[src/rtl/fars_consts.vh]
`ifndef FARS_CONSTS_VH
`define FARS_CONSTS_VH
// register byte offsets, one aligned word each
`define FARS_CTRL       8'h00
`define FARS_LIMIT      8'h04
`define FARS_HFREQ      8'h08
`define FARS_RIDE       8'h0c
`define FARS_SCUR       8'h10
`define FARS_SDEC       8'h14
`define FARS_MINBB      8'h18
`define FARS_VFF        8'h1c
`define FARS_VREC       8'h20
`define FARS_RINT       8'h24
`define FARS_STATUS     8'h28
`define FARS_IRQ_ST     8'h2c
`define FARS_IRQ_CLR    8'h30
`define FARS_IRQ_EN     8'h34
// control fields
`define FARS_CTRL_SEL_HI   2
`define FARS_CTRL_RIDE_BIT 3
`define FARS_SEL_HFREQ     3'h5
// trip input bit positions
`define FARS_T_CURRENT  0
`define FARS_T_BUSV     1
`define FARS_T_MOTLOAD  2
`define FARS_T_DRVLOAD  3
`define FARS_T_TORQUE   4
`define FARS_T_HOT      5
`define FARS_T_SAG      6
`define FARS_T_EARTH    7
// interrupt status bits
`define FARS_I_TRIP     0
`define FARS_I_GIVEUP   1
`define FARS_I_RESTART  2
`define FARS_I_CLEARED  3
// reset values
`define FARS_RST_LIMIT  8'h00
`define FARS_RST_MINBB  8'h05
`define FARS_RST_SDEC   8'h20
`define FARS_RST_VFF    8'h64
`define FARS_RST_VREC   8'h03
`define FARS_RST_SCUR   16'h0096
`define FARS_VF_FULL    8'h64
// timing: one tick is a tenth of a second
`define FARS_CLK_HZ        50000000
`define FARS_TICK_MS       100
`define FARS_TICK_CYC      (`FARS_CLK_HZ / 1000 * `FARS_TICK_MS)
`define FARS_FREE_MIN      10
`define FARS_FREE_TICKS    (`FARS_FREE_MIN * 60 * 1000 / `FARS_TICK_MS)
`endif

[src/rtl/fars_sync.v]
`timescale 1ns/1ns
`default_nettype none
module fars_sync #(
  parameter W = 8
) (
  input  wire         clk_i,   // control clock
  input  wire         rst_i,   // sync reset
  input  wire [W-1:0] d_i,     // asynchronous pins
  output wire [W-1:0] q_o      // synchronised levels
);
  genvar g;
  // two flops per pin, the first one read only by the second
  generate
    for (g = 0; g < W; g = g + 1) begin : g_bit
      reg s1_q;
      reg s2_q;
      always @(posedge clk_i) begin
        if (rst_i) begin
          s1_q <= 1'b0;
          s2_q <= 1'b0;
        end else begin
          s1_q <= d_i[g];
          s2_q <= s1_q;
        end
      end
      assign q_o[g] = s2_q;
    end
  endgenerate
endmodule
`default_nettype wire

[src/rtl/fars_tick.v]
`timescale 1ns/1ns
`default_nettype none
module fars_tick #(
  parameter DIV = 5000000
) (
  input  wire clk_i,   // control clock
  input  wire rst_i,   // sync reset
  output reg  tick_o   // one-cycle pulse every DIV cycles
);
  reg [31:0] cnt_q;
  // free running divider, the tenth-second time base
  always @(posedge clk_i) begin
    if (rst_i) begin
      cnt_q  <= 32'h0;
      tick_o <= 1'b0;
    end else if (cnt_q == DIV - 1) begin
      cnt_q  <= 32'h0;
      tick_o <= 1'b1;
    end else begin
      cnt_q  <= cnt_q + 32'h1;
      tick_o <= 1'b0;
    end
  end
endmodule
`default_nettype wire

[src/rtl/fars_top.v]
`timescale 1ns/1ns
`default_nettype none
`include "fars_consts.vh"
module fars_top #(
  parameter TICK_CYC = `FARS_TICK_CYC,
  parameter [7:0] RIDE_INIT = 8'h0a,
  parameter FW = 16
) (
  input  wire          clk_i,          // 50 MHz control clock
  input  wire          rst_i,          // sync reset, high
  input  wire          wb_cyc_i,       // wishbone cycle
  input  wire          wb_stb_i,       // wishbone strobe
  input  wire          wb_we_i,        // write enable
  input  wire [7:0]    wb_adr_i,       // byte address
  input  wire [3:0]    wb_sel_i,       // byte selects
  input  wire [31:0]   wb_dat_i,       // write data
  output reg  [31:0]   wb_dat_o,       // read data
  output reg           wb_ack_o,       // acknowledge
  input  wire [7:0]    trip_pins_i,    // trip detector pins
  input  wire          fault_reset_i,  // terminal/panel reset pin
  input  wire          stopping_i,     // ramp or dc brake stop pin
  input  wire [FW-1:0] out_freq_i,     // present output frequency
  input  wire [FW-1:0] out_current_i,  // present output current
  input  wire [FW-1:0] cmd_freq_i,     // commanded frequency
  output reg  [FW-1:0] freq_ref_o,     // frequency reference out
  output reg  [7:0]    vf_pct_o,       // V/f scale in percent
  output reg           baseblock_o,    // output stage blocked
  output reg           search_o,       // speed search running
  output reg           fault_o,        // fault contact
  output reg           relay_o,        // multi-function contact
  output reg  [7:0]    trip_disp_o,    // trip shown on panel
  output reg           irq_o           // level interrupt
);
  localparam ST_RUN     = 3'h0;
  localparam ST_BLOCK   = 3'h1;
  localparam ST_SEARCH  = 3'h2;
  localparam ST_RECOVER = 3'h3;
  localparam ST_FAULT   = 3'h4;

  wire [7:0] trip_s;
  wire [1:0] misc_s;
  wire       tick;

  fars_sync #(.W(10)) u_sync (
    .clk_i (clk_i),
    .rst_i (rst_i),
    .d_i   ({stopping_i, fault_reset_i, trip_pins_i}),
    .q_o   ({misc_s, trip_s})
  );

  fars_tick #(.DIV(TICK_CYC)) u_tick (
    .clk_i  (clk_i),
    .rst_i  (rst_i),
    .tick_o (tick)
  );

  wire stop_s  = misc_s[1];
  wire reset_s = misc_s[0];
  wire sag_s   = trip_s[`FARS_T_SAG];

  // configuration registers
  reg [2:0]    relay_function_select_q;
  reg          ride_enable_q;
  reg [7:0]    restart_attempt_limit_q;
  reg [FW-1:0] high_freq_detect_level_q;
  reg [7:0]    ride_through_time_q;
  reg [FW-1:0] search_current_level_q;
  reg [7:0]    search_decel_time_q;
  reg [7:0]    min_blocking_time_q;
  reg [7:0]    search_vf_factor_q;
  reg [7:0]    voltage_recovery_time_q;
  reg [7:0]    restart_interval_q;
  reg [3:0]    irq_en_q;
  reg [3:0]    irq_st_q;

  // sequencer state
  reg [2:0]    state_q;
  reg [7:0]    attempts_q;
  reg [7:0]    trip_code_q;
  reg [FW-1:0] held_freq_q;
  reg [FW-1:0] freq_q;
  reg [7:0]    vf_q;
  reg [23:0]   acc_q;
  reg [7:0]    blk_cnt_q;
  reg [7:0]    blk_len_q;
  reg [7:0]    ride_cnt_q;
  reg [15:0]   free_cnt_q;
  reg [3:0]    ev_q;

  wire bus_req = wb_cyc_i & wb_stb_i;
  wire wr_en   = bus_req & wb_ack_o & wb_we_i;

  // restartable trips exclude earth leakage
  wire [7:0] restartable = 8'h7f;
  wire       trip_any = |trip_s;
  wire       watch    = (state_q == ST_RUN) | (state_q == ST_SEARCH) |
                        (state_q == ST_RECOVER);
  wire       new_trip = watch & trip_any;
  wire       cur_or_v = trip_s[`FARS_T_CURRENT] | trip_s[`FARS_T_BUSV];

  // a trip that may not restart goes straight to the latched fault
  wire no_restart = (restart_attempt_limit_q == 8'h00) |
                    (stop_s & cur_or_v) |
                    (sag_s & ~ride_enable_q) |
                    (|(trip_s & ~restartable)) |
                    ({1'b0, attempts_q} + 9'h1 >
                     {1'b0, restart_attempt_limit_q});

  // spacing of attempts: the longer of interval and baseblock time
  wire [7:0] space_len = (restart_interval_q > min_blocking_time_q) ?
                         restart_interval_q : min_blocking_time_q;

  // wishbone register writes, taken at the edge that samples ack
  always @(posedge clk_i) begin
    if (rst_i) begin
      relay_function_select_q  <= 3'h0;
      ride_enable_q            <= 1'b0;
      restart_attempt_limit_q  <= `FARS_RST_LIMIT;
      high_freq_detect_level_q <= {FW{1'b0}};
      ride_through_time_q      <= RIDE_INIT;
      search_current_level_q   <= `FARS_RST_SCUR;
      search_decel_time_q      <= `FARS_RST_SDEC;
      min_blocking_time_q      <= `FARS_RST_MINBB;
      search_vf_factor_q       <= `FARS_RST_VFF;
      voltage_recovery_time_q  <= `FARS_RST_VREC;
      restart_interval_q       <= 8'h00;
      irq_en_q                 <= 4'h0;
    end else if (wr_en && wb_sel_i[0]) begin
      if (wb_adr_i == `FARS_CTRL) begin
        relay_function_select_q <= wb_dat_i[`FARS_CTRL_SEL_HI:0];
        ride_enable_q           <= wb_dat_i[`FARS_CTRL_RIDE_BIT];
      end else if (wb_adr_i == `FARS_LIMIT) begin
        restart_attempt_limit_q <= wb_dat_i[7:0];
      end else if (wb_adr_i == `FARS_HFREQ) begin
        high_freq_detect_level_q[7:0] <= wb_dat_i[7:0];
        if (wb_sel_i[1]) begin
          high_freq_detect_level_q[15:8] <= wb_dat_i[15:8];
        end
      end else if (wb_adr_i == `FARS_RIDE) begin
        ride_through_time_q <= wb_dat_i[7:0];
      end else if (wb_adr_i == `FARS_SCUR) begin
        search_current_level_q[7:0] <= wb_dat_i[7:0];
        if (wb_sel_i[1]) begin
          search_current_level_q[15:8] <= wb_dat_i[15:8];
        end
      end else if (wb_adr_i == `FARS_SDEC) begin
        search_decel_time_q <= wb_dat_i[7:0];
      end else if (wb_adr_i == `FARS_MINBB) begin
        min_blocking_time_q <= wb_dat_i[7:0];
      end else if (wb_adr_i == `FARS_VFF) begin
        search_vf_factor_q <= wb_dat_i[7:0];
      end else if (wb_adr_i == `FARS_VREC) begin
        voltage_recovery_time_q <= wb_dat_i[7:0];
      end else if (wb_adr_i == `FARS_RINT) begin
        restart_interval_q <= wb_dat_i[7:0];
      end else if (wb_adr_i == `FARS_IRQ_EN) begin
        irq_en_q <= wb_dat_i[3:0];
      end
    end
  end

  // one wait state: ack rises the cycle after the request, drops after
  always @(posedge clk_i) begin
    if (rst_i) begin
      wb_ack_o <= 1'b0;
      wb_dat_o <= 32'h0;
    end else begin
      wb_ack_o <= bus_req & ~wb_ack_o;
      wb_dat_o <= 32'h0;
      if (bus_req && !wb_ack_o && !wb_we_i) begin
        if (wb_adr_i == `FARS_CTRL) begin
          wb_dat_o <= {28'h0, ride_enable_q, relay_function_select_q};
        end else if (wb_adr_i == `FARS_LIMIT) begin
          wb_dat_o <= {24'h0, restart_attempt_limit_q};
        end else if (wb_adr_i == `FARS_HFREQ) begin
          wb_dat_o <= {16'h0, high_freq_detect_level_q};
        end else if (wb_adr_i == `FARS_RIDE) begin
          wb_dat_o <= {24'h0, ride_through_time_q};
        end else if (wb_adr_i == `FARS_SCUR) begin
          wb_dat_o <= {16'h0, search_current_level_q};
        end else if (wb_adr_i == `FARS_SDEC) begin
          wb_dat_o <= {24'h0, search_decel_time_q};
        end else if (wb_adr_i == `FARS_MINBB) begin
          wb_dat_o <= {24'h0, min_blocking_time_q};
        end else if (wb_adr_i == `FARS_VFF) begin
          wb_dat_o <= {24'h0, search_vf_factor_q};
        end else if (wb_adr_i == `FARS_VREC) begin
          wb_dat_o <= {24'h0, voltage_recovery_time_q};
        end else if (wb_adr_i == `FARS_RINT) begin
          wb_dat_o <= {24'h0, restart_interval_q};
        end else if (wb_adr_i == `FARS_STATUS) begin
          wb_dat_o <= {8'h0, trip_code_q, attempts_q, 5'h0, state_q};
        end else if (wb_adr_i == `FARS_IRQ_ST) begin
          wb_dat_o <= {28'h0, irq_st_q};
        end else if (wb_adr_i == `FARS_IRQ_EN) begin
          wb_dat_o <= {28'h0, irq_en_q};
        end
      end
    end
  end

  // sticky events: a set in the clearing cycle survives the clear
  always @(posedge clk_i) begin
    if (rst_i) begin
      irq_st_q <= 4'h0;
      irq_o    <= 1'b0;
    end else begin
      if (wr_en && wb_sel_i[0] && wb_adr_i == `FARS_IRQ_CLR) begin
        irq_st_q <= (irq_st_q & ~wb_dat_i[3:0]) | ev_q;
      end else begin
        irq_st_q <= irq_st_q | ev_q;
      end
      irq_o <= |(irq_st_q & irq_en_q);
    end
  end

  // main sequencer
  always @(posedge clk_i) begin
    if (rst_i) begin
      state_q     <= ST_RUN;
      attempts_q  <= 8'h00;
      trip_code_q <= 8'h00;
      held_freq_q <= {FW{1'b0}};
      freq_q      <= {FW{1'b0}};
      vf_q        <= `FARS_VF_FULL;
      acc_q       <= 24'h0;
      blk_cnt_q   <= 8'h00;
      blk_len_q   <= 8'h00;
      ride_cnt_q  <= 8'h00;
      free_cnt_q  <= 16'h0;
      ev_q        <= 4'h0;
    end else begin
      ev_q <= 4'h0;
      // fault-free time base; a trip restarts it, ten minutes clear count
      if (new_trip) begin
        free_cnt_q <= 16'h0;
      end else if (tick) begin
        if (free_cnt_q == `FARS_FREE_TICKS - 1) begin
          free_cnt_q <= 16'h0;
          if (attempts_q != 8'h00) begin
            ev_q[`FARS_I_CLEARED] <= 1'b1;
          end
          attempts_q <= 8'h00;
        end else begin
          free_cnt_q <= free_cnt_q + 16'h1;
        end
      end
      if (new_trip) begin
        trip_code_q           <= trip_s;
        held_freq_q           <= out_freq_i;
        ev_q[`FARS_I_TRIP]    <= 1'b1;
        blk_cnt_q             <= 8'h00;
        ride_cnt_q            <= 8'h00;
        if (no_restart) begin
          state_q              <= ST_FAULT;
          freq_q               <= {FW{1'b0}};
          ev_q[`FARS_I_GIVEUP] <= 1'b1;
        end else begin
          attempts_q <= attempts_q + 8'h01;
          blk_len_q  <= (attempts_q == 8'h00) ? min_blocking_time_q :
                        space_len;
          state_q    <= ST_BLOCK;
        end
      end else if (reset_s && state_q == ST_FAULT) begin
        // external reset releases the latched fault
        state_q     <= ST_RUN;
        attempts_q  <= 8'h00;
        trip_code_q <= 8'h00;
        vf_q        <= `FARS_VF_FULL;
      end else begin
        if (reset_s) begin
          attempts_q <= 8'h00;
        end
        case (state_q)
          ST_RUN: begin
            freq_q <= cmd_freq_i;
            vf_q   <= `FARS_VF_FULL;
          end
          ST_BLOCK: begin
            freq_q <= held_freq_q;
            if (tick && blk_cnt_q != 8'hff) begin
              blk_cnt_q <= blk_cnt_q + 8'h01;
            end
            // outage beyond ride-through turns into a latched sag fault
            if (tick && sag_s) begin
              ride_cnt_q <= ride_cnt_q + 8'h01;
              if (ride_cnt_q >= ride_through_time_q) begin
                state_q              <= ST_FAULT;
                freq_q               <= {FW{1'b0}};
                ev_q[`FARS_I_GIVEUP] <= 1'b1;
              end
            end
            // leave as soon as time is served and mains is back
            if (blk_cnt_q >= blk_len_q && !sag_s &&
                !(|(trip_s & ~(8'h1 << `FARS_T_SAG)))) begin
              trip_code_q           <= 8'h00;
              ev_q[`FARS_I_RESTART] <= 1'b1;
              acc_q                 <= 24'h0;
              freq_q                <= held_freq_q;
              if (search_decel_time_q == 8'h00) begin
                state_q <= ST_RECOVER;
                vf_q    <= 8'h00;
              end else begin
                state_q <= ST_SEARCH;
                vf_q    <= search_vf_factor_q;
              end
            end
          end
          ST_SEARCH: begin
            // lower frequency at held/decel per tick, one step per clock
            if (tick) begin
              acc_q <= acc_q + {8'h0, held_freq_q};
            end else if (acc_q >= {16'h0, search_decel_time_q} &&
                         freq_q != {FW{1'b0}}) begin
              acc_q  <= acc_q - {16'h0, search_decel_time_q};
              freq_q <= freq_q - {{(FW-1){1'b0}}, 1'b1};
            end
            // current below the level marks the sync point
            if (out_current_i < search_current_level_q ||
                freq_q == {FW{1'b0}}) begin
              state_q <= ST_RECOVER;
              acc_q   <= 24'h0;
            end
          end
          ST_RECOVER: begin
            freq_q <= cmd_freq_i;
            // rated voltage reached over the recovery time from zero
            if (voltage_recovery_time_q == 8'h00 ||
                vf_q >= `FARS_VF_FULL) begin
              vf_q    <= `FARS_VF_FULL;
              state_q <= ST_RUN;
            end else if (tick) begin
              acc_q <= acc_q + {16'h0, `FARS_VF_FULL};
            end else if (acc_q >= {16'h0, voltage_recovery_time_q}) begin
              acc_q <= acc_q - {16'h0, voltage_recovery_time_q};
              vf_q  <= vf_q + 8'h01;
            end
          end
          default: begin
            freq_q <= {FW{1'b0}};
          end
        endcase
      end
    end
  end

  // registered outputs, all but relay_o derived from the sequencer state
  always @(posedge clk_i) begin
    if (rst_i) begin
      freq_ref_o  <= {FW{1'b0}};
      vf_pct_o    <= `FARS_VF_FULL;
      baseblock_o <= 1'b0;
      search_o    <= 1'b0;
      fault_o     <= 1'b0;
      relay_o     <= 1'b0;
      trip_disp_o <= 8'h00;
    end else begin
      freq_ref_o  <= freq_q;
      vf_pct_o    <= vf_q;
      baseblock_o <= (state_q == ST_BLOCK) | (state_q == ST_FAULT);
      search_o    <= (state_q == ST_SEARCH);
      fault_o     <= (state_q == ST_FAULT);
      trip_disp_o <= trip_code_q;
      relay_o     <= (relay_function_select_q == `FARS_SEL_HFREQ) &&
                     (out_freq_i >= high_freq_detect_level_q);
    end
  end
endmodule
`default_nettype wire

[config.mk]
export PLATFORM = sky130hd
export DESIGN_NAME = fars_top
export DESIGN_NICKNAME = d
export VERILOG_FILES = /design/src/rtl/fars_sync.v /design/src/rtl/fars_tick.v /design/src/rtl/fars_top.v
export VERILOG_INCLUDE_DIRS = /design/src /design/src/rtl
export SDC_FILE = /design/constraint.sdc
export NUM_CORES = 1
export LEC_CHECK = 0
export ABC_AREA = 1
export BUFFER_PORTS_ARGS = -buffer_cell sky130_fd_sc_hd__buf_2
export CAP_MARGIN = 0
export CORE_MARGIN = 10
export CORE_UTILIZATION = 65
export CTS_BUF_LIST = sky130_fd_sc_hd__clkbuf_4
export DETAILED_ROUTE_END_ITERATION = 8
export PLACE_DENSITY = 0.94
export REMOVE_ABC_BUFFERS = 1
export SKIP_LAST_GASP = 1
export SLEW_MARGIN = 20
export SYNTH_ARGS = -nofsm -noshare
export SYNTH_HDL_FRONTEND = slang
export SYNTH_HIERARCHICAL = 1
export SYNTH_SLANG_ARGS = --single-unit
[constraint.sdc]
create_clock -name clk_i -period 4.2 [get_ports clk_i]
set_input_delay 0.84 -clock clk_i [delete_from_list [all_inputs] [get_ports clk_i]]
set_output_delay 0.84 -clock clk_i [all_outputs]
set_load 0.02 [all_outputs]
==> impl_results.html, run 1 <==
<table>
<tr><th>Metric</th><th>Value</th></tr>
<tr><th colspan="2">Route</th></tr>
<tr><td>DRC violation count after routing</td><td>0</td></tr>
<tr><td>Vias per cell</td><td>5.92</td></tr>
<tr><td>Number of routed nets with antenna violations</td><td>0</td></tr>
<tr><td>Post-detailed-routing wire length</td><td>64800 µm</td></tr>
<tr><td>Pre-Repair DR Iteration Count</td><td>7</td></tr>
<tr><td>Routed WL per cell</td><td>17.6 µm</td></tr>
<tr><td>Vias post-DR</td><td>21756</td></tr>
<tr><td>Number of DRC markers in iteration 0</td><td>2586</td></tr>
<tr><th colspan="2">Timing</th></tr>
<tr><td>Max Transition Viols Final</td><td>0</td></tr>
<tr><td>Final worst path period need</td><td>3.53 ns</td></tr>
<tr><td>Max Fclk</td><td>283 MHz</td></tr>
<tr><td>Setup repair after global routing missed its margin</td><td>false</td></tr>
<tr><td>Sum of negative setup slack</td><td>0 ns</td></tr>
<tr><td>Fin crit share</td><td>0.840</td></tr>
<tr><td>Worst-case clock skew</td><td>0.0637 ns</td></tr>
<tr><td>Hold Violations, Final</td><td>0</td></tr>
<tr><td>Worst slew margin</td><td>0.284</td></tr>
<tr><td>Final setup violation count</td><td>0</td></tr>
<tr><td>Slew at the pin closest to its max-slew limit</td><td>1.07 ns</td></tr>
<tr><td>Final hold slack</td><td>0.274 ns</td></tr>
<tr><th colspan="2">Cells and area</th></tr>
<tr><td>Commonest non-fill, non-tap cell in the layout</td><td>sky130_fd_sc_hd__nand2_1</td></tr>
<tr><td>Final net count</td><td>3438</td></tr>
<tr><td>Post-route standard cell area excluding fillers</td><td>between 20000 and 25000 µm²</td></tr>
<tr><td>Commonest cells after routing, fill and taps aside</td><td>757 x sky130_fd_sc_hd__nand2_1, 417 x sky130_fd_sc_hd__inv_1, 347 x sky130_fd_sc_hd__nor2_1, 342 x sky130_fd_sc_hd__dfxtp_1, 222 x sky130_fd_sc_hd__a21oi_1</td></tr>
<tr><td>Layout cells sized above 1</td><td>0.117</td></tr>
<tr><td>Core Util, Final</td><td>0.723</td></tr>
<tr><td>Syn-to-layout area delta</td><td>9.31%</td></tr>
<tr><th colspan="2">Die</th></tr>
<tr><td>Die width</td><td>197 µm</td></tr>
<tr><td>Number of standard-cell rows in the floorplan</td><td>64</td></tr>
<tr><td>Placeable core region</td><td>~31000 µm²</td></tr>
<tr><td>DIE AREA</td><td>38800 µm²</td></tr>
<tr><td>DIE HEIGHT</td><td>197 µm</td></tr>
<tr><td>Top-Level Pins</td><td>approximately 180</td></tr>
<tr><td>Initial core utilization</td><td>0.661</td></tr>
<tr><th colspan="2">Placed design</th></tr>
<tr><td>GP Congestion</td><td>0.986</td></tr>
<tr><td>HPWL reported at the end of detailed placement</td><td>48300 µm</td></tr>
<tr><td>Number of buffers added on ports</td><td>150</td></tr>
<tr><td>Placed instance area</td><td>21100 µm²</td></tr>
<tr><th colspan="2">Power</th></tr>
<tr><td>Leakage dissipation</td><td>between 0.01 and 0.015 µW</td></tr>
<tr><td>Total power</td><td>9590 µW</td></tr>
<tr><td>Cell area power density</td><td>431 nW/µm²</td></tr>
<tr><td>Largest vdd supply drop</td><td>0.311 mV</td></tr>
<tr><th colspan="2">Global routing</th></tr>
<tr><td>Wire length of the first global-routing pass</td><td>103000 µm</td></tr>
<tr><td>Overall global routing resource usage</td><td>0.325</td></tr>
<tr><td>Number of global-route vias before repair</td><td>slightly above 20000</td></tr>
<tr><td>Initial antenna violation count</td><td>1</td></tr>
<tr><td>Total overflow reported by the global router</td><td>0</td></tr>
<tr><td>Largest net degree at the start of global routing</td><td>between 60 and 70</td></tr>
<tr><th colspan="2">Worst setup path</th></tr>
<tr><td>Required time at the endpoint of the critical path</td><td>4.86 ns</td></tr>
<tr><td>Worst Path Max Fanout</td><td>13</td></tr>
<tr><td>FF-to-FF Start</td><td>attempts_q[2]$_SDFF_PP0_</td></tr>
<tr><td>CP Launch Type</td><td>flop</td></tr>
<tr><td>Data arrival time of the critical path</td><td>4.18 ns</td></tr>
<tr><td>Capturing element of the worst setup path</td><td>blk_len_q[2]$_SDFFE_PP0P_</td></tr>
<tr><td>Launch point of the worst path</td><td>attempts_q[2]$_SDFF_PP0_</td></tr>
<tr><td>Worst reg2reg path depth</td><td>17</td></tr>
<tr><td>Destination of the worst register-to-register timing path</td><td>blk_len_q[2]$_SDFFE_PP0P_</td></tr>
<tr><td>Crit end category</td><td>flop</td></tr>
<tr><td>Crit Path Category</td><td>flop to flop</td></tr>
<tr><td>Register-to-register setup slack</td><td>0.67 ns</td></tr>
<tr><th colspan="2">Clock network</th></tr>
<tr><td>Htree depth</td><td>3</td></tr>
<tr><td>Total of hold buffers inserted after clock tree synthesis</td><td>0</td></tr>
<tr><td>Post-CTS Setup Inserts</td><td>0</td></tr>
<tr><td>Clock insertion delay at the later pin of the skew report</td><td>0.82 ns</td></tr>
<tr><td>Number of gates resized after cts</td><td>0</td></tr>
<tr><td>Post-CTS clock slew at the launch and capture registers of the worst setup and hold paths</td><td>around 0.06 ns</td></tr>
<tr><td>CTS buffer count</td><td>89</td></tr>
<tr><td>Buffer type at the clock tree root</td><td>sky130_fd_sc_hd__clkbuf_4</td></tr>
<tr><td>TritonCTS Sinks</td><td>~340</td></tr>
<tr><td>Number of buffers on the longest clock path</td><td>3</td></tr>
<tr><td>CTS tree</td><td>done</td></tr>
<tr><th colspan="2">Synth</th></tr>
<tr><td>Sequential element share of the synthesized area</td><td>0.337</td></tr>
<tr><td>Top-area cell type share of the netlist area</td><td>0.337</td></tr>
<tr><td>Top cells by area, synth</td><td>sky130_fd_sc_hd__dfxtp_1 34%, sky130_fd_sc_hd__nand2_1 14%, sky130_fd_sc_hd__inv_1 7.7%</td></tr>
<tr><td>Synthesis-stage register bit count</td><td>342</td></tr>
<tr><td>Dominant synthesized flop cell</td><td>sky130_fd_sc_hd__dfxtp_1</td></tr>
<tr><td>Synth Cell Area</td><td>20300 µm²</td></tr>
<tr><td>Post-synth ARST share</td><td>0</td></tr>
<tr><td>Library cell occupying the most area in the post-synthesis netlist</td><td>sky130_fd_sc_hd__dfxtp_1</td></tr>
<tr><td>Synthesized area per cell</td><td>6.63 µm²</td></tr>
<tr><td>Count of mapped cells out of synthesis</td><td>~3100</td></tr>
<tr><td>Number of enable flip-flop cells after synthesis</td><td>0</td></tr>
<tr><td>Synth cell types</td><td>just over 60</td></tr>
<tr><td>Yosys warns</td><td>6</td></tr>
<tr><th colspan="2">Min path</th></tr>
<tr><td>Cell depth of the worst min-delay path</td><td>3</td></tr>
<tr><td>Worst hold-check path type</td><td>input port to flop</td></tr>
<tr><th colspan="2">Job</th></tr>
<tr><td># Max-Cap Violations</td><td>0</td></tr>
<tr><th colspan="2">Outcome</th></tr>
<tr><td>Result of the run</td><td>complete, no violations</td></tr>
</table>
==> how the worst min path moves through the flow <==
stage | slack (ns) | endpoint | from
after floorplan | 0.39 | u_sync/g_bit[0].s2_q$_SDFF_PP0_ | u_sync/g_bit[0].s1_q$_SDFF_PP0_
after global placement | 0.39 | u_sync/g_bit[1].s2_q$_SDFF_PP0_ | u_sync/g_bit[1].s1_q$_SDFF_PP0_
after detailed placement | 0.40 | u_sync/g_bit[4].s2_q$_SDFF_PP0_ | u_sync/g_bit[4].s1_q$_SDFF_PP0_
after CTS | 0.23 | u_sync/g_bit[9].s1_q$_SDFF_PP0_ | stopping_i
after global routing | 0.25 | u_sync/g_bit[2].s1_q$_SDFF_PP0_ | trip_pins_i[2]
final | 0.27 | u_sync/g_bit[8].s1_q$_SDFF_PP0_ | fault_reset_i
==> cell families (layout without fill, tap and decap cells) <==
family / Yosys count / count (layout) / synth area share
compound gates: 537 / 537 / 0.151
fa+ha+maj: 108 / 108 / 0.0676
buf+inv: 543 / 747 / 0.110
other cells: 1 / 10 / 0.000184
xor+xnor: 44 / 44 / 0.0190
simple gates: 1490 / 1490 / 0.315
flops: 342 / 342 / 0.337
==> through the flow <==
stage,setup slack [ns],cells
final,0.672,3674
after CTS,0.769,3672
after detailed placement,0.797,3528
after floorplan,1.26,2969
after global placement,0.941,3528
after global routing,0.392,3673
==> sequential cells by signal (all words and copies together) (netlist names), 10 cells and up <==
name                      flops
u_sync/g_bit.s2_q            10
held_freq_q                  16
search_current_level_q       16
free_cnt_q                   16
high_freq_detect_level_q     16
freq_q                       16
freq_ref_o                   16
acc_q                        24
u_sync/g_bit.s1_q            10
wb_dat_o                     24
u_tick/cnt_q                 32
==> per-layer routing <==
| layer | vias up | GRT usage | part of all wire | wire (µm) |
|---|---|---|---|---|
| li1 | 10301 | - | - | - |
| met1 | 9869 | 0.406 | 0.39 | 25600 |
| met2 | 1334 | 0.523 | 0.44 | 28800 |
| met3 | 252 | 0.0704 | 0.12 | 7660 |
| met4 | 0 | 0.156 | 0.043 | 2820 |
| met5 | - | 0 | 0 | 0 |
==> power breakdown <==
part / leakage, µW / switching (µW) / internal (µW)
logic: 0.00675 / 2090 / 892
registers: 0.00277 / 223 / 3440
clock network: 0.000647 / 1390 / 1550
total: 0.0102 / 3700 / 5880
==> synthesized netlist by cell type, types with 3 or more instances <==
master / number
sky130_fd_sc_hd__nand2_1: 757
sky130_fd_sc_hd__inv_1: 418
sky130_fd_sc_hd__nor2_1: 347
sky130_fd_sc_hd__dfxtp_1: 342
sky130_fd_sc_hd__a21oi_1: 222
sky130_fd_sc_hd__nand3_1: 212
sky130_fd_sc_hd__o21ai_0: 164
sky130_fd_sc_hd__ha_1: 105
sky130_fd_sc_hd__nand4_1: 44
sky130_fd_sc_hd__nor3_1: 42
sky130_fd_sc_hd__clkbuf_1: 38
sky130_fd_sc_hd__xor2_1: 30
sky130_fd_sc_hd__buf_2: 25
sky130_fd_sc_hd__buf_4: 24
sky130_fd_sc_hd__o21ai_1: 20
sky130_fd_sc_hd__inv_2: 18
sky130_fd_sc_hd__a211oi_1: 14
sky130_fd_sc_hd__nor2_2: 14
sky130_fd_sc_hd__xnor2_1: 14
sky130_fd_sc_hd__nor2_4: 13
sky130_fd_sc_hd__o211ai_1: 13
sky130_fd_sc_hd__a22o_1: 12
sky130_fd_sc_hd__a31oi_1: 12
sky130_fd_sc_hd__nand3b_1: 12
sky130_fd_sc_hd__o22ai_1: 12
sky130_fd_sc_hd__or2_2: 11
sky130_fd_sc_hd__a221oi_1: 10
sky130_fd_sc_hd__buf_6: 10
sky130_fd_sc_hd__nor4_1: 10
sky130_fd_sc_hd__o21ai_2: 10
sky130_fd_sc_hd__o32ai_1: 10
sky130_fd_sc_hd__o221ai_1: 9
sky130_fd_sc_hd__o21a_1: 8
sky130_fd_sc_hd__nand2_2: 7
sky130_fd_sc_hd__buf_1: 6
sky130_fd_sc_hd__o2111ai_1: 5
sky130_fd_sc_hd__nand2_4: 4
sky130_fd_sc_hd__nand3_2: 4
sky130_fd_sc_hd__a21o_1: 3
sky130_fd_sc_hd__clkinv_1: 3
sky130_fd_sc_hd__fa_1: 3
sky130_fd_sc_hd__nor3_2: 3
sky130_fd_sc_hd__o21bai_1: 3
==> area by class of cell <==
| cell class | count | area, µm² |
|---|---|---|
| antenna | 2 | 5.00 |
| clock buffer | 120 | 901 |
| clock inverter | 24 | 198 |
| fill | 2485 | 8530 |
| inverter | 440 | 1650 |
| multi-input combinational | 2187 | 11300 |
| sequential | 342 | 6850 |
| tap | 396 | 495 |
| timing repair buffer | 163 | 851 |
==> worst max-delay path, cell delays in order (launching register included) <==
cell                       delay [ns]
sky130_fd_sc_hd__dfxtp_1         0.46
sky130_fd_sc_hd__inv_1           0.07
sky130_fd_sc_hd__nor3_1          0.31
sky130_fd_sc_hd__nand3_1         0.19
sky130_fd_sc_hd__nor3_1          0.22
sky130_fd_sc_hd__xor2_1          0.17
sky130_fd_sc_hd__inv_1           0.08
sky130_fd_sc_hd__ha_1            0.31
sky130_fd_sc_hd__inv_1           0.06
sky130_fd_sc_hd__o211ai_1        0.09
sky130_fd_sc_hd__nor2_1          0.11
sky130_fd_sc_hd__nand2_1         0.05
sky130_fd_sc_hd__nand2_1         0.08
sky130_fd_sc_hd__nand2_2         0.18
sky130_fd_sc_hd__nor2_2          0.55
sky130_fd_sc_hd__inv_2           0.24
sky130_fd_sc_hd__nor2_1          0.18
sky130_fd_sc_hd__nor2_1          0.06
(Power assumes the default switching activity.)
==> run 2: changes to the inputs <==
ABC_AREA = 0   (was 1)
CORE_UTILIZATION = 62   (was 65)
PLACE_DENSITY = 0.91   (was 0.94)
clock period = 3.58 ns   (was 4.2 ns; I/O delays follow)
==> run 2 against run 1 <==
Against the previous run:
- count of clock-buffer cells in the layout fell by 3
- combinational power down 58%
- non-clock buffer count up 49
- final cell count fell by 23%
- setup slack worse by 0.45 ns
- largest cell class unchanged
- largest power group unchanged
==> impl_results.html, run 2 <==
<table>
<tr><th>Metric</th><th>Value</th></tr>
<tr><th colspan="2">Outcome</th></tr>
<tr><td>Result of the run</td><td>complete, no violations</td></tr>
<tr><th colspan="2">Cells and area</th></tr>
<tr><td>Largest registers</td><td>u_tick/cnt_q (32), acc_q (24), wb_dat_o (24)</td></tr>
<tr><td>Final net count</td><td>between 2000 and 3000</td></tr>
<tr><td>Layout cells sized above 1</td><td>0.172</td></tr>
<tr><td>Largest register FFs</td><td>32</td></tr>
<tr><td>Core Util, Final</td><td>0.703</td></tr>
<tr><td>Syn-to-layout area delta</td><td>11.9%</td></tr>
<tr><td>Commonest cells after routing, fill and taps aside</td><td>341 x sky130_fd_sc_hd__dfxtp_1, 218 x sky130_fd_sc_hd__nor2_1, 181 x sky130_fd_sc_hd__nand2_1, 157 x sky130_fd_sc_hd__a21oi_1, 149 x sky130_fd_sc_hd__buf_2</td></tr>
<tr><td>Commonest non-fill, non-tap cell in the layout</td><td>sky130_fd_sc_hd__dfxtp_1</td></tr>
<tr><td>Register ranked first by flip-flop count</td><td>u_tick/cnt_q</td></tr>
<tr><th colspan="2">Worst setup path</th></tr>
<tr><td>Cell repeated most along the worst path</td><td>sky130_fd_sc_hd__inv_1</td></tr>
<tr><td>Buf/Inv on CP</td><td>3</td></tr>
<tr><td>Worst Path Max Fanout</td><td>14</td></tr>
<tr><td>Delay of the slowest cell on the worst path</td><td>0.44 ns</td></tr>
<tr><td>Required time at the endpoint of the critical path</td><td>4.21 ns</td></tr>
<tr><td>Crit end category</td><td>flop</td></tr>
<tr><td>Crit Path Category</td><td>flop to flop</td></tr>
<tr><td>Data arrival time of the critical path</td><td>between 3 and 4 ns</td></tr>
<tr><td>Cell breakdown of the critical path</td><td>inv_1 -&gt; ha_1 -&gt; inv_1 -&gt; fa_1 -&gt; a211oi_2 -&gt; o211ai_1 -&gt; a211oi_1 -&gt; buf_4 -&gt; and2_4 -&gt; a311o_2 -&gt; nor2_2 -&gt; a21o_1 -&gt; a211o_1</td></tr>
<tr><td>Crit path max-delay cell type</td><td>sky130_fd_sc_hd__fa_1</td></tr>
<tr><td>CP Launch Type</td><td>flop</td></tr>
<tr><td>Family of cells with the greatest summed delay on the critical path</td><td>compound AO/OA/AOI/OAI gates</td></tr>
<tr><th colspan="2">Timing</th></tr>
<tr><td>Max Transition Viols Final</td><td>0</td></tr>
<tr><td>Final worst path period need</td><td>about 3.4 ns</td></tr>
<tr><td>Hold Violations, Final</td><td>0</td></tr>
<tr><td>Setup repair after global routing missed its margin</td><td>false</td></tr>
<tr><td>Worst slew margin</td><td>0.325</td></tr>
<tr><td>Slew at the pin closest to its max-slew limit</td><td>0.998 ns</td></tr>
<tr><td>Fin crit share</td><td>0.938</td></tr>
<tr><td>Sum of negative setup slack</td><td>0 ns</td></tr>
<tr><td>Worst-case clock skew</td><td>around 0.090 ns</td></tr>
<tr><td>Max Fclk</td><td>298 MHz</td></tr>
<tr><td>Final setup violation count</td><td>0</td></tr>
<tr><th colspan="2">Die</th></tr>
<tr><td>Initial core utilization</td><td>0.629</td></tr>
<tr><td>DIE HEIGHT</td><td>193 µm</td></tr>
<tr><td>Placeable core region</td><td>~30000 µm²</td></tr>
<tr><td>DIE AREA</td><td>37400 µm²</td></tr>
<tr><td>Top-Level Pins</td><td>roughly 180</td></tr>
<tr><td>Die width</td><td>193 µm</td></tr>
<tr><td>Number of standard-cell rows in the floorplan</td><td>63</td></tr>
<tr><th colspan="2">Synth</th></tr>
<tr><td>Count of mapped cells out of synthesis</td><td>2190</td></tr>
<tr><td>Post-synth ARST share</td><td>0</td></tr>
<tr><td>Synth cell types</td><td>95</td></tr>
<tr><td>Sequential element share of the synthesized area</td><td>0.368</td></tr>
<tr><td>Synthesis-stage register bit count</td><td>approximately 340</td></tr>
<tr><td>Synth Cell Area</td><td>18600 µm²</td></tr>
<tr><td>Commonest cells in the synthesized netlist</td><td>342 x sky130_fd_sc_hd__dfxtp_1, 218 x sky130_fd_sc_hd__nor2_1, 181 x sky130_fd_sc_hd__nand2_1</td></tr>
<tr><td>Top-area cell type share of the netlist area</td><td>0.368</td></tr>
<tr><td>Dominant synthesized flop cell</td><td>sky130_fd_sc_hd__dfxtp_1</td></tr>
<tr><td>Most used standard cell by instance count after synthesis</td><td>sky130_fd_sc_hd__dfxtp_1</td></tr>
<tr><td>Library cell occupying the most area in the post-synthesis netlist</td><td>sky130_fd_sc_hd__dfxtp_1</td></tr>
<tr><td>Number of enable flip-flop cells after synthesis</td><td>0</td></tr>
<tr><td>Yosys warns</td><td>6</td></tr>
<tr><td>Top cells by area, synth</td><td>sky130_fd_sc_hd__dfxtp_1 37%, sky130_fd_sc_hd__ha_1 7.1%, sky130_fd_sc_hd__mux2i_1 4.5%</td></tr>
<tr><td>Synthesized area per cell</td><td>8.51 µm²</td></tr>
<tr><th colspan="2">Route</th></tr>
<tr><td>Number of DRC markers in iteration 0</td><td>2189</td></tr>
<tr><td>DRC violation count after routing</td><td>0</td></tr>
<tr><td>Pre-Repair DR Iteration Count</td><td>9</td></tr>
<tr><td>Number of routed nets with antenna violations</td><td>0</td></tr>
<tr><td>Vias per cell</td><td>6.42</td></tr>
<tr><td>Routed WL per cell</td><td>~20 µm</td></tr>
<tr><td>Post-detailed-routing wire length</td><td>~58000 µm</td></tr>
<tr><td>Vias post-DR</td><td>18152</td></tr>
<tr><th colspan="2">Clock network</th></tr>
<tr><td>CTS buffer count</td><td>89</td></tr>
<tr><td>Htree depth</td><td>3</td></tr>
<tr><td>Number of buffers on the longest clock path</td><td>3</td></tr>
<tr><td>Post-CTS clock slew at the launch and capture registers of the worst setup and hold paths</td><td>~0.080 ns</td></tr>
<tr><td>TritonCTS Sinks</td><td>342</td></tr>
<tr><td>Clock insertion delay at the later pin of the skew report</td><td>0.79 ns</td></tr>
<tr><td>Buffer type at the clock tree root</td><td>sky130_fd_sc_hd__clkbuf_4</td></tr>
<tr><td>Total of hold buffers inserted after clock tree synthesis</td><td>0</td></tr>
<tr><td>CTS tree</td><td>done</td></tr>
<tr><th colspan="2">Global routing</th></tr>
<tr><td>Largest net degree at the start of global routing</td><td>between 70 and 80</td></tr>
<tr><td>Initial antenna violation count</td><td>2</td></tr>
<tr><td>Overall global routing resource usage</td><td>0.294</td></tr>
<tr><td>Total overflow reported by the global router</td><td>0</td></tr>
<tr><td>Wire length of the first global-routing pass</td><td>92500 µm</td></tr>
<tr><td>Number of global-route vias before repair</td><td>17676</td></tr>
<tr><th colspan="2">Placed design</th></tr>
<tr><td>HPWL reported at the end of detailed placement</td><td>approximately 42000 µm</td></tr>
<tr><td>Number of buffers added on ports</td><td>150</td></tr>
<tr><td>GP Congestion</td><td>between 0.9 and 1</td></tr>
<tr><th colspan="2">Power</th></tr>
<tr><td>Largest vdd supply drop</td><td>0.248 mV</td></tr>
<tr><td>Leakage dissipation</td><td>between 0.008 and 0.009 µW</td></tr>
<tr><td>Cell area power density</td><td>415 nW/µm²</td></tr>
<tr><th colspan="2">Min path</th></tr>
<tr><td>Worst hold-check path type</td><td>input port to flop</td></tr>
<tr><th colspan="2">Job</th></tr>
<tr><td># Max-Cap Violations</td><td>0</td></tr>
</table>
-- run 2: final cells by class --
cell class	instances	area, µm²
diodes	1	2.50
multi-input cells	1617	10800
clock inverters	32	180
clock buffers	117	878
flip-flops and latches	342	6850
inverters	116	435
fillers	2347	8790
repair buffers	212	1220
well taps	390	488
-- run 2: what timing repair did --
| action | in CTS | in global routing |
|---|---|---|
| gates resized for setup | 0 | 4 |
| buffers inserted | 0 | 0 |
| setup endpoints to repair | 0 | 32 |
-- run 2: metrics by stage --
step	instance area (µm²)	total power (µW)	cells	hold WS (ns)	setup WS, ns
2_1_floorplan	18100	4900	2075	0.407	0.287
5_1_grt	20800	8990	2827	0.157	0.0259
4_1_cts	20800	8630	2826	0.159	0.164
6_report	20800	8650	2827	0.155	0.222
3_5_place_dp	19800	5390	2677	0.422	0.184
3_3_place_gp	19800	5340	2677	0.420	0.199
-- run 2: layer usage --
layer | global-route usage | part of all wire | wire [µm]
met1 | 0.348 | 0.39 | 22200
met4 | 0.175 | 0.057 | 3310
met2 | 0.481 | 0.47 | 27000
met3 | 0.0615 | 0.090 | 5180
met5 | 0 | 0.00023 | 13
-- run 2: logic make-up (layout without fill, tap and decap cells) --
family	Yosys count	in the layout	share of synthesized area
AO/OA/AOI/OAI	524	524	0.193
XOR/XNOR	93	93	0.0437
adder cells (fa/ha/maj)	108	108	0.0738
buffers and inverters	238	477	0.0557
flip-flops	342	342	0.368
multiplexers	84	84	0.0452
other	1	9	0.000201
AND/OR/NAND/NOR	800	800	0.221
-- run 2: worst paths after layout --
kind | from | to | slack (ns) | depth (start not counted)
worst max-delay path | acc_q[0]$_SDFFE_PP0P_ | acc_q[13]$_SDFFE_PP0P_ | 0.22 | 13
worst min-delay path | fault_reset_i | u_sync/g_bit[8].s1_q$_SDFF_PP0_ | 0.15 | 2
worst max register to register | acc_q[0]$_SDFFE_PP0P_ | acc_q[13]$_SDFFE_PP0P_ | 0.22 | 13
worst min register to register | u_sync/g_bit[9].s1_q$_SDFF_PP0_ | u_sync/g_bit[9].s2_q$_SDFF_PP0_ | 0.43 | 1
-- run 2: report_power, final --
part	switching, µW	internal, µW
Clock	1690	1600
Combinational	792	462
Sequential	158	3940
Total	2640	6000
